### src/design/iepd_defs.svh
// register map, field positions and reset values of the irq/low-power block
// assumes inclusion by the package and the top module only
`ifndef IEPD_DEFS_SVH
`define IEPD_DEFS_SVH
`define IEPD_IE_ADDR 8'ha8
`define IEPD_PWR_ADDR 8'hac
`define IEPD_PRIO_ADDR 8'hb0
`define IEPD_STAT_ADDR 8'hb4
`define IEPD_SET_ADDR 8'hb8
`define IEPD_CLR_ADDR 8'hbc
`define IEPD_IE_RESET 8'h00
`define IEPD_IE_WMASK 8'hbf
`define IEPD_IE_GLOBAL 7
`define IEPD_IE_T2 5
`define IEPD_IE_SER 4
`define IEPD_IE_T1 3
`define IEPD_IE_X1 2
`define IEPD_IE_T0 1
`define IEPD_IE_X0 0
`define IEPD_PWR_DOZE 0
`define IEPD_PWR_SLEEP 1
`define IEPD_EXT_MASK 6'h05
`define IEPD_NSRC 6
`define IEPD_HSIZE_WORD 3'h2
`endif

### src/design/iepd_pkg.sv
// types shared by the irq/low-power block
// assumes iepd_defs.svh for widths
`include "iepd_defs.svh"
package iepd_pkg;
	typedef enum logic [1:0] {
		IEPD_RUN = 2'h0,
		IEPD_DOZE = 2'h1,
		IEPD_SLEEP = 2'h3
	} iepd_mode_t;
	typedef struct packed {
		logic addr_latch_strobe;
		logic code_fetch_strobe;
		logic [7:0] p0_out;
		logic [7:0] p0_oe_n;
		logic [7:0] p1_out;
		logic [7:0] p2_out;
		logic [7:0] p3_out;
	} iepd_pins_t;
	typedef struct packed {
		logic [7:0] p0;
		logic [7:0] p1;
		logic [7:0] p2;
		logic [7:0] p3;
	} iepd_latch_t;
	typedef struct packed {
		logic [7:0] interrupt_enable_reg;
		logic [5:0] prio;
		logic doze_request_bit;
		logic sleep_request_bit;
		iepd_mode_t mode;
		logic irq_valid;
		logic [2:0] vec;
		logic lvl;
		logic [1:0] ext_sync;
		iepd_pins_t pins;
		logic ap_valid;
		logic ap_write;
		logic [7:0] ap_addr;
		logic [31:0] rdata;
	} iepd_state_t;
endpackage : iepd_pkg

### src/design/iepd_top.sv
// interrupt enable, priority pick and idle/power-down pin control
// assumes one 25 MHz clock, ahb-lite master, core and sources on same clock
`timescale 1ns/1ps
`include "iepd_defs.svh"
module iepd_top (
	// clock and reset
	input wire logic clock,
	input wire logic rstn,
	// ahb-lite slave
	input wire logic hsel,
	input wire logic [31:0] haddr,
	input wire logic [1:0] htrans,
	input wire logic hwrite,
	input wire logic [2:0] hsize,
	input wire logic [31:0] hwdata,
	input wire logic hready,
	output logic hreadyout,
	output logic hresp,
	output logic [31:0] hrdata,
	// interrupt sources
	input wire logic [5:0] src_req,
	// core side
	input wire logic irq_ack,
	output logic irq_valid,
	output logic [2:0] irq_vector,
	output logic irq_level,
	output logic cpu_halt,
	output logic ram_retain,
	// pins
	input wire logic ext_prog_mem,
	input iepd_pkg::iepd_pins_t core_pins,
	input iepd_pkg::iepd_latch_t port_latch,
	output iepd_pkg::iepd_pins_t pins
);
	localparam logic [5:0] EXT_SRC = `IEPD_EXT_MASK;

	iepd_pkg::iepd_state_t s;
	iepd_pkg::iepd_state_t n;
	logic [5:0] acc;
	logic [4:0] pick;
	logic ap_take;
	logic ext_code;

	// lowest index wins in a level; high level overrides
	function automatic logic [4:0] iepd_pick_f(
		input logic [5:0] a,
		input logic [5:0] p
	);
		logic [4:0] r;
		r = 5'h00;
		for (int i = 5; i >= 0; i--) begin
			if (a[i] && !p[i]) begin
				r = {1'b1, 1'b0, 3'(i)};
			end
		end
		for (int i = 5; i >= 0; i--) begin
			if (a[i] && p[i]) begin
				r = {1'b1, 1'b1, 3'(i)};
			end
		end
		return r;
	endfunction : iepd_pick_f

	// per source gate; in power-down only outside irqs wake
	for (genvar g = 0; g < `IEPD_NSRC; g++) begin : g_acc
		assign acc[g] = src_req[g] && s.interrupt_enable_reg[g]
			&& s.interrupt_enable_reg[`IEPD_IE_GLOBAL]
			&& (s.mode != iepd_pkg::IEPD_SLEEP || EXT_SRC[g]);
	end

	assign pick = iepd_pick_f(acc, s.prio);
	assign ap_take = hsel && htrans[1] && hready;
	assign ext_code = s.ext_sync[1];

	always_comb begin
		n = s;
		n.ext_sync = {s.ext_sync[0], ext_prog_mem};
		// write data phase
		if (s.ap_valid && s.ap_write) begin
			if (s.ap_addr == `IEPD_IE_ADDR) begin
				n.interrupt_enable_reg = hwdata[7:0] & `IEPD_IE_WMASK;
			end else if (s.ap_addr == `IEPD_SET_ADDR) begin
				n.interrupt_enable_reg = s.interrupt_enable_reg
					| (hwdata[7:0] & `IEPD_IE_WMASK);
			end else if (s.ap_addr == `IEPD_CLR_ADDR) begin
				n.interrupt_enable_reg = s.interrupt_enable_reg
					& ~hwdata[7:0];
			end else if (s.ap_addr == `IEPD_PRIO_ADDR) begin
				n.prio = hwdata[5:0];
			end else if (s.ap_addr == `IEPD_PWR_ADDR) begin
				n.doze_request_bit = hwdata[`IEPD_PWR_DOZE];
				n.sleep_request_bit = hwdata[`IEPD_PWR_SLEEP];
				if (hwdata[`IEPD_PWR_SLEEP]) begin
					n.mode = iepd_pkg::IEPD_SLEEP;
				end else if (hwdata[`IEPD_PWR_DOZE]) begin
					n.mode = iepd_pkg::IEPD_DOZE;
				end
			end
		end
		// vector hand-off and wake
		if (s.irq_valid && irq_ack) begin
			n.irq_valid = 1'b0;
			n.doze_request_bit = 1'b0;
			n.sleep_request_bit = 1'b0;
			n.mode = iepd_pkg::IEPD_RUN;
		end else if (!s.irq_valid && pick[4]) begin
			n.irq_valid = 1'b1;
			n.lvl = pick[3];
			n.vec = pick[2:0];
		end
		if (s.mode != iepd_pkg::IEPD_RUN && (s.irq_valid || pick[4])) begin
			n.mode = iepd_pkg::IEPD_RUN;
		end
		// pin forcing
		case (s.mode)
			iepd_pkg::IEPD_RUN: begin
				n.pins = core_pins;
			end
			iepd_pkg::IEPD_DOZE: begin
				n.pins.addr_latch_strobe = 1'b1;
				n.pins.code_fetch_strobe = 1'b1;
				n.pins.p0_out = 8'h00;
				n.pins.p0_oe_n = ext_code ? 8'hff : port_latch.p0;
				n.pins.p1_out = port_latch.p1;
				n.pins.p2_out = ext_code ? s.pins.p2_out : port_latch.p2;
				n.pins.p3_out = port_latch.p3;
			end
			default: begin
				n.pins.addr_latch_strobe = 1'b0;
				n.pins.code_fetch_strobe = 1'b0;
				n.pins.p0_out = 8'h00;
				n.pins.p0_oe_n = ext_code ? 8'hff : port_latch.p0;
				n.pins.p1_out = port_latch.p1;
				n.pins.p2_out = port_latch.p2;
				n.pins.p3_out = port_latch.p3;
			end
		endcase
		// address phase and read data
		if (hready) begin
			n.ap_valid = ap_take && hsize == `IEPD_HSIZE_WORD;
			n.ap_write = hwrite;
			n.ap_addr = haddr[7:0];
			n.rdata = 32'h0000_0000;
			if (ap_take && !hwrite) begin
				if (haddr[7:0] == `IEPD_IE_ADDR) begin
					n.rdata = {24'h00_0000, n.interrupt_enable_reg};
				end else if (haddr[7:0] == `IEPD_PRIO_ADDR) begin
					n.rdata = {26'h000_0000, n.prio};
				end else if (haddr[7:0] == `IEPD_PWR_ADDR) begin
					n.rdata = {30'h0000_0000, n.sleep_request_bit,
						n.doze_request_bit};
				end else if (haddr[7:0] == `IEPD_STAT_ADDR) begin
					n.rdata = {19'h0_0000, n.mode, n.lvl, n.irq_valid,
						n.vec, acc};
				end
			end
		end
	end

	always_ff @(posedge clock) begin
		if (!rstn) begin
			s <= '0;
			s.interrupt_enable_reg <= `IEPD_IE_RESET;
			s.mode <= iepd_pkg::IEPD_RUN;
			s.pins.addr_latch_strobe <= 1'b1;
			s.pins.code_fetch_strobe <= 1'b1;
			s.pins.p0_oe_n <= 8'hff;
			s.pins.p1_out <= 8'hff;
			s.pins.p2_out <= 8'hff;
			s.pins.p3_out <= 8'hff;
		end else begin
			s <= n;
		end
	end

	assign hreadyout = 1'b1;
	assign hresp = 1'b0;
	assign hrdata = s.rdata;
	assign irq_valid = s.irq_valid;
	assign irq_vector = s.vec;
	assign irq_level = s.lvl;
	assign cpu_halt = s.mode != iepd_pkg::IEPD_RUN;
	// ram clock/write gate held off only in power-down; reset returns to run and releases it
	assign ram_retain = s.mode == iepd_pkg::IEPD_SLEEP;
	assign pins = s.pins;
endmodule : iepd_top

### config.mk
export PLATFORM = sky130hd
export DESIGN_NAME = iepd_top
export DESIGN_NICKNAME = d
export VERILOG_FILES = /design/src/design/iepd_pkg.sv /design/src/design/iepd_top.sv
export VERILOG_INCLUDE_DIRS = /design/src /design/src/design
export SDC_FILE = /design/constraint.sdc
export NUM_CORES = 1
export LEC_CHECK = 0
export ABC_AREA = 0
export ABC_CLOCK_PERIOD_IN_PS = 2700
export BUFFER_PORTS_ARGS = -buffer_cell sky130_fd_sc_hd__buf_2
export CORE_MARGIN = 4
export CORE_UTILIZATION = 49
export CTS_CLUSTER_DIAMETER = 100
export DETAILED_ROUTE_END_ITERATION = 8
export PLACE_DENSITY_LB_ADDON = 0.25
export SYNTH_ARGS = -nofsm -noshare
export SYNTH_HDL_FRONTEND = slang
export SYNTH_SLANG_ARGS = --single-unit
### constraint.sdc
create_clock -name clock -period 2.7 [get_ports clock]
set_input_delay 0 -clock clock [delete_from_list [all_inputs] [get_ports clock]]
set_output_delay 0 -clock clock [all_outputs]
set_load 0.05 [all_outputs]
# ---- After elaboration in Yosys (flattened, before gate mapping)
# Index checks and enable logic that the tools add are counted.
dict set report totals {
  register_bits 109
  inputBits 156
  out_inout_bits 83
  word_cells 121
}
dict set report classes {
  eq_ne 14
  muxes 37
  bitwise_logic 3
  n_reduce_logical 47
}
# op n
set ops {}
lappend ops {{$pmux W42 S2} 1}
lappend ops {{$eq A8 B8 Y1 const B} 9}
lappend ops {{$mux W13} 5}
lappend ops {{$mux W5} 13}
lappend ops {{$mux W8} 5}
lappend ops {{$logic_and A1 B1 Y1} 36}
lappend ops {{$mux W10} 3}
lappend ops {{$mux W18} 1}
lappend ops {{$mux W4} 4}
lappend ops {{$and A8 B8 Y8} 1}
lappend ops {{$logic_not A1 Y1} 8}
lappend ops {{$not A8 Y8} 1}
lappend ops {{$or A8 B8 Y8} 1}
lappend ops {{$mux W2} 3}
lappend ops {{$mux W6} 1}
lappend ops {{$ne A2 B2 Y1 const B} 2}
lappend ops {{$eq A3 B2 Y1 const B} 1}
lappend ops {{$eq A2 B1 Y1 const B} 1}
lappend ops {{$eq A2 B2 Y1 const B} 1}
lappend ops {{$logic_not A2 Y1} 1}
lappend ops {{$reduce_bool A2 Y1} 1}
lappend ops {{$logic_or A1 B1 Y1} 1}
lappend ops {{$mux W1} 1}

# ---- Longest topological paths before layout
dict set report logic_depth {
  word_depth 24
  depth_mapped 7
  depth_no_buf 6
}

# ---- Worst setup path before layout
# OpenSTA, ideal clock, no wires.
dict set report synth_timing {
  path_type {reg2reg}
  startpoint {register s[32] in the netlist's numbering}
  endpoint {register s (netlist bit hrdata[3])}
  setup_time_ps 117
  t_arrival_ps 1573
  required_time_ps 2583
  setup_slack_ps 1010
  stages_incl_launch_ff 7
  path_buffers 1
  synth_period_minus_slack_ps 1690
  path_cell_list {dfxtp_1 -> nor4b_4 -> and3_4 -> buf_12 -> mux2i_1 -> a31oi_1 -> a22o_2}
}
dict set report synth_between {
  elab_chain_len 9
  elab_cells_between_ends 15
  classes_between {eq/ne: 4; mux: 11}
}
# item line
set synth_rtl {}
lappend synth_rtl {{from (decl)} iepd_top.sv:37} ;# iepd_pkg::iepd_state_t s;
lappend synth_rtl {{from (signal assigned)} iepd_top.sv:172} ;# s <= n;
lappend synth_rtl {{$eq A8 B8 Y1 (no line)} --}
lappend synth_rtl {{$mux W6} iepd_top.sv:88} ;# end else if (s.ap_addr == `IEPD_PRIO_ADDR) begin
lappend synth_rtl {{$mux W10} iepd_top.sv:85} ;# end else if (s.ap_addr == `IEPD_CLR_ADDR) begin
lappend synth_rtl {{$mux W10} iepd_top.sv:82} ;# end else if (s.ap_addr == `IEPD_SET_ADDR) begin
lappend synth_rtl {{$mux W10} iepd_top.sv:80} ;# if (s.ap_addr == `IEPD_IE_ADDR) begin
lappend synth_rtl {{$mux W18 *} iepd_top.sv:79} ;# if (s.ap_valid && s.ap_write) begin
lappend synth_rtl {{$mux W13} iepd_top.sv:147} ;# end else if (haddr[7:0] == `IEPD_PRIO_ADDR) begin
lappend synth_rtl {{$mux W13 *} iepd_top.sv:145} ;# if (haddr[7:0] == `IEPD_IE_ADDR) begin
lappend synth_rtl {{$mux W13 *} iepd_top.sv:144} ;# if (ap_take && !hwrite) begin
# Mark *: on every way between the ends. The rest lies on a longest branch, timed or not.
# A chain may end at the register's enable or synchronous reset.

# ---- Final worst setup path
dict set report layout_timing {
  startpoint {register s[91] in the netlist's numbering}
  endpoint {register pins[11] (netlist name)}
}
dict set report layout_between {
  elab_chain_len 2
  elab_cells_between_ends 4
  classes_between {eq/ne: 2; mux: 1; reduce/logical: 1}
}
# item line
set layout_rtl {}
lappend layout_rtl {{$eq A2 B1 Y1 or $logic_not A2 Y1 (tied branches)} iepd_top.sv:115} ;# case (s.mode)
lappend layout_rtl {{$pmux W42 S2 or $ne A2 B2 Y1 (tied branches)} --}
# Several ways; a longest one is shown, not always the timed one.

==> metrics.txt <==
# TYPE chip_impl_metric gauge
chip_impl_metric{name="drt_first_iter_violations",unit=""} 254
chip_impl_metric{name="layout.nets",unit=""} 894
chip_impl_metric{name="routed-via-count",unit=""} 4560
chip_impl_metric{name="multi_input_comb_area",unit="sq um"} 2090
chip_impl_metric{name="switching_portion_of_total_power",unit=""} 0.315
chip_impl_metric{name="fin_worst_skew",unit="ns"} 0.0130
chip_impl_metric{name="clock-sinks",unit=""} 90
chip_impl_info{name="synthFlopType",value="sky130_fd_sc_hd__dfxtp_1"} 1
chip_impl_metric{name="totalWireLength",unit="um"} 14000
chip_impl_metric{name="final_cycle_utilization_of_the_critical_path",unit=""} 0.746
chip_impl_metric{name="flops_latches_synth",unit=""} 90
chip_impl_metric{name="overall_routing_resource_usage",unit=""} 0.254
chip_impl_metric{name="finalHoldViolCount",unit=""} 0
chip_impl_metric{name="core.rowCount",unit=""} 34
chip_impl_metric{name="drtAntennaViolNets",unit=""} 0
chip_impl_metric{name="grt_pass1_wl",unit="um"} 22800
chip_impl_info{name="rsz0062_at_grt",value="no"} 1
chip_impl_metric{name="timing.fmax",unit="GHz"} 0.497
chip_impl_metric{name="finalSetupTns",unit="ns"} 0
chip_impl_metric{name="synth.avg_cell_area",unit="sq um"} 8.35
chip_impl_metric{name="number_of_pins_with_negative_max_slew_slack_in_the_final_report",unit=""} 0
chip_impl_metric{name="power.net_switching",unit="uW"} 892
chip_impl_metric{name="ys_seq_area_frac",unit=""} 0.395
chip_impl_metric{name="gp_routability_congestion",unit=""} 0.921
chip_impl_info{name="layout_commonest_cell",value="sky130_fd_sc_hd__buf_2"} 1
chip_impl_metric{name="antenna_violations_before_repair",unit=""} 0
chip_impl_metric{name="clock_tree.buffer_depth",unit=""} 2
chip_impl_metric{name="synth.lib_cells_used.distinct",unit=""} 66
chip_impl_info{name="critPathLaunchType",value="flop"} 1
chip_impl_metric{name="regArea",unit="sq um"} 1800
chip_impl_metric{name="worst-path-max-fanout",unit=""} 33
chip_impl_metric{name="postCtsSetupRepairBufs",unit=""} 0
chip_impl_metric{name="gate_power_share",unit=""} 0.189
chip_impl_info{name="critical_path.endpoint",value="pins[11]$_SDFFE_PN1P_"} 1
chip_impl_metric{name="pre_cts_slack",unit="ns"} 0.806
chip_impl_metric{name="clkTransAtPathRegs",unit="ns"} 0.11
chip_impl_metric{name="setup_violations",unit=""} 0
chip_impl_metric{name="minimum_setup_slack_among_reg_to_reg_paths",unit="ns"} 0.69
chip_impl_metric{name="h-tree-depth",unit=""} 3
chip_impl_metric{name="post-dp-hpwl",unit="um"} 9290
chip_impl_info{name="cp_common_cell",value="sky130_fd_sc_hd__nand2_1"} 1
chip_impl_metric{name="number_of_flops_mapped_to_enable_cells_by_yosys",unit=""} 0
chip_impl_metric{name="power.static_leakage",unit="uW"} 0.00278
chip_impl_metric{name="worst_path_required",unit="ns"} 3.01
chip_impl_metric{name="floorplan.initialDensity",unit=""} 0.513
chip_impl_info{name="regToRegStartpoint",value="s[91]$_SDFF_PN0_"} 1
chip_impl_info{name="crit_slowest_cell",value="sky130_fd_sc_hd__dlygate4sd3_1"} 1
chip_impl_metric{name="total_of_fill_cells_in_the_finished_design",unit=""} 696
chip_impl_info{name="critical-path-top-delay-family",value="buffers and inverters"} 1
chip_impl_metric{name="irDropWorstVdd",unit="V"} 0.000300
chip_impl_info{name="worstHoldPathType",value="input pin to flop"} 1
chip_impl_metric{name="drt_first_pass_iters",unit=""} 5
chip_impl_metric{name="chipWidth",unit="um"} 104
chip_impl_metric{name="drive_above_1_share",unit=""} 0.285
chip_impl_metric{name="design.portCount",unit=""} 239
chip_impl_metric{name="die_area",unit="sq um"} 10900
chip_impl_metric{name="power_per_cell_area",unit="nW/um^2"} 470
chip_impl_info{name="most-common-layout-cells",value="sky130_fd_sc_hd__buf_2 (168), sky130_fd_sc_hd__dfxtp_1 (90), sky130_fd_sc_hd__dlygate4sd3_1 (90), sky130_fd_sc_hd__nand2_1 (80), sky130_fd_sc_hd__nor2_1 (39)"} 1
chip_impl_metric{name="largest_net_degree_at_the_start_of_global_routing",unit=""} 45
chip_impl_metric{name="core_area",unit="sq um"} 8890
chip_impl_metric{name="routed_via_density",unit=""} 5.36
chip_impl_metric{name="finalWorstSetupSlack",unit="ns"} 0.686
chip_impl_metric{name="pwr-share-clk",unit=""} 0.319
chip_impl_metric{name="min_period",unit="ns"} 2.01
chip_impl_metric{name="areaGrowthSynthToFinish",unit="%"} 32.3
chip_impl_metric{name="synth.yosys.warnings",unit=""} 0
chip_impl_info{name="critical_path_cell_sequence",value="nor2_2, clkinv_1, buf_4, nand2_1, nand3_1, dlygate4sd3_1, o21ai_0, nand2_1"} 1
chip_impl_metric{name="worst_case_reg_to_reg_path_depth",unit=""} 8
chip_impl_info{name="run_status",value="finished, final reports clean"} 1
chip_impl_metric{name="chip_height",unit="um"} 104
chip_impl_metric{name="netlist_area",unit="sq um"} 4560
chip_impl_metric{name="globalRouteOverflowTotal",unit=""} 0
chip_impl_info{name="crit-reg2reg-capture",value="pins[11]$_SDFFE_PN1P_"} 1
chip_impl_metric{name="ys_async_sr_fraction",unit=""} 0
chip_impl_metric{name="timing.critical_path.depth",unit=""} 8
chip_impl_metric{name="first_global_vias",unit=""} 4601
chip_impl_metric{name="drv_cap",unit=""} 0
chip_impl_info{name="clk_root_buffer_cell",value="sky130_fd_sc_hd__clkbuf_8"} 1
chip_impl_metric{name="sequentialPowerShare",unit=""} 0.492
chip_impl_info{name="cts_tree",value="yes"} 1
chip_impl_metric{name="crit_arrival",unit="ns"} 2.32
chip_impl_metric{name="relSlewSlack",unit=""} 0.570
chip_impl_metric{name="tightestPinTransition",unit="ns"} 0.643
chip_impl_metric{name="worst-path-buf-inv",unit=""} 3
chip_impl_metric{name="cell_internal_pwr",unit="uW"} 1940
chip_impl_metric{name="wire_per_inst",unit="um"} 16.5
chip_impl_metric{name="num_cts_buffers",unit=""} 9
chip_impl_metric{name="antenna_cells_inserted",unit=""} 0
chip_impl_metric{name="cpPeakStageDelay",unit="ns"} 0.57
chip_impl_info{name="critPathCaptureType",value="flop"} 1
chip_impl_metric{name="io_buffers",unit=""} 168
chip_impl_info{name="criticalPathCategory",value="flop to flop"} 1
chip_impl_metric{name="detail_route.drc_violations",unit=""} 0
chip_impl_metric{name="clk_latency",unit="ns"} 0.36
chip_impl_metric{name="syn-instance-count",unit=""} 546
chip_impl_info{name="timing.critical_path.from",value="s[91]$_SDFF_PN0_"} 1
==> final cells by class <==
cell class,count,share of cell area
clock inverter,7,0.0114
inverter,6,0.00373
tap,108,0.0224
multi-input combinational,367,0.347
timing repair buffer,264,0.296
sequential,90,0.299
clock buffer,9,0.0205
==> per-stage QoR <==
stage / util / cells / instance area, sq um / power (uW) / hold WS, ns
4_1_cts: 0.677 / 850 / 6020 / 2840 / 0.00272
2_1_floorplan: - / 565 / 4630 / 1770 / 0.124
3_3_place_gp: 0.555 / 745 / 4940 / 1840 / 0.208
6_report: 0.678 / 851 / 6030 / 2830 / 0.0188
3_5_place_dp: 0.555 / 745 / 4940 / 1850 / 0.213
5_1_grt: 0.678 / 851 / 6030 / 2960 / 0.00262
==> Yosys cell counts, drive strengths merged, types with 2 or more instances <==
| cell type | instances | area share |
|---|---|---|
| o2111ai | 2 | 0.0038 |
| mux2i | 21 | 0.046 |
| nand4 | 7 | 0.0096 |
| buf | 85 | 0.14 |
| nor2 | 40 | 0.033 |
| a21oi | 16 | 0.018 |
| or2b | 2 | 0.0036 |
| a31o | 2 | 0.0038 |
| a211oi | 2 | 0.0033 |
| and2b | 3 | 0.0052 |
| conb | 2 | 0.0016 |
| nand3b | 4 | 0.0066 |
| nor3 | 13 | 0.014 |
| nand4b | 3 | 0.0091 |
| and2 | 5 | 0.0069 |
| clkbuf | 16 | 0.013 |
| nor3b | 2 | 0.0033 |
| nand3 | 34 | 0.038 |
| inv | 4 | 0.0033 |
| o221ai | 2 | 0.0038 |
| a22o | 4 | 0.0082 |
| o31ai | 6 | 0.0099 |
| clkinv | 2 | 0.0016 |
| a31oi | 7 | 0.0096 |
| a32oi | 2 | 0.0038 |
| nor2b | 10 | 0.014 |
| o21ai | 32 | 0.035 |
| or2 | 2 | 0.0027 |
| and3 | 14 | 0.021 |
| a21o | 3 | 0.0049 |
| nor4 | 2 | 0.0027 |
| o22ai | 2 | 0.0027 |
| o311ai | 2 | 0.0038 |
| dfxtp | 90 | 0.40 |
| nand2 | 80 | 0.066 |
| nor4b | 2 | 0.010 |
| a22oi | 3 | 0.0049 |
| nand2b | 2 | 0.0027 |
==> flip-flops by register name (all words and copies together) (netlist names) <==
name and cells:
irq_vector 3, pins 42, ext_code 1, hrdata 13
s 28, irq_valid 1, irq_level 1, n 1
==> worst min-delay path by stage <==
stage | startpoint | endpoint | slack, ns | cells past startpoint
after floorplan | port_latch[0] | pins[0]$_SDFF_PN1_ | 0.12 | 2
after global placement | port_latch[5] | pins[5]$_SDFF_PN1_ | 0.21 | 3
after detailed placement | ext_prog_mem | n[85]$_SDFF_PN0_ | 0.21 | 2
after CTS | port_latch[27] | pins[27]$_SDFF_PN1_ | 0.003 | 3
after global routing | core_pins[27] | pins[27]$_SDFF_PN1_ | 0.003 | 3
final | hwdata[0] | s[94]$_SDFF_PN0_ | 0.02 | 3
==> power groups by stage <==
stage                     sequential [uW]  combinational, uW  clock, uW
after CTS                            1390                522        924
final                                1390                535        904
after global routing                 1400                567        991
after global placement               1420                418          0
after floorplan                      1410                355          0
after detailed placement             1420                424          0
==> kinds of logic after synthesis <==
kind of cell           Yosys count  share of synthesized area
AOI/OAI and AO/OA               95                      0.135
muxes                           22                     0.0486
DFF                             90                      0.395
other                            2                    0.00165
buffers and inverters          108                      0.162
and+or+nand+nor                229                      0.257
==> timing repair <==
action,in CTS,in global routing
hold endpoints to repair,57,1
hold buffers,89,1
resized for setup,0,0
==> worst min-delay path, cell delays in order <==
cell                      delay [ns]
sky130_fd_sc_hd__buf_2          0.14
sky130_fd_sc_hd__mux2i_1        0.11
sky130_fd_sc_hd__nor2_1         0.09
==> metal layers <==
layer	global-route usage	vias up	part of all wire	wire, um
met2	0.431	224	0.48	6770
li1	-	2183	-	-
met5	0	-	0	0
met4	0.123	0	0.035	487
met3	0.0484	43	0.078	1090
met1	0.308	2110	0.41	5690
(Power assumes the default switching activity.)
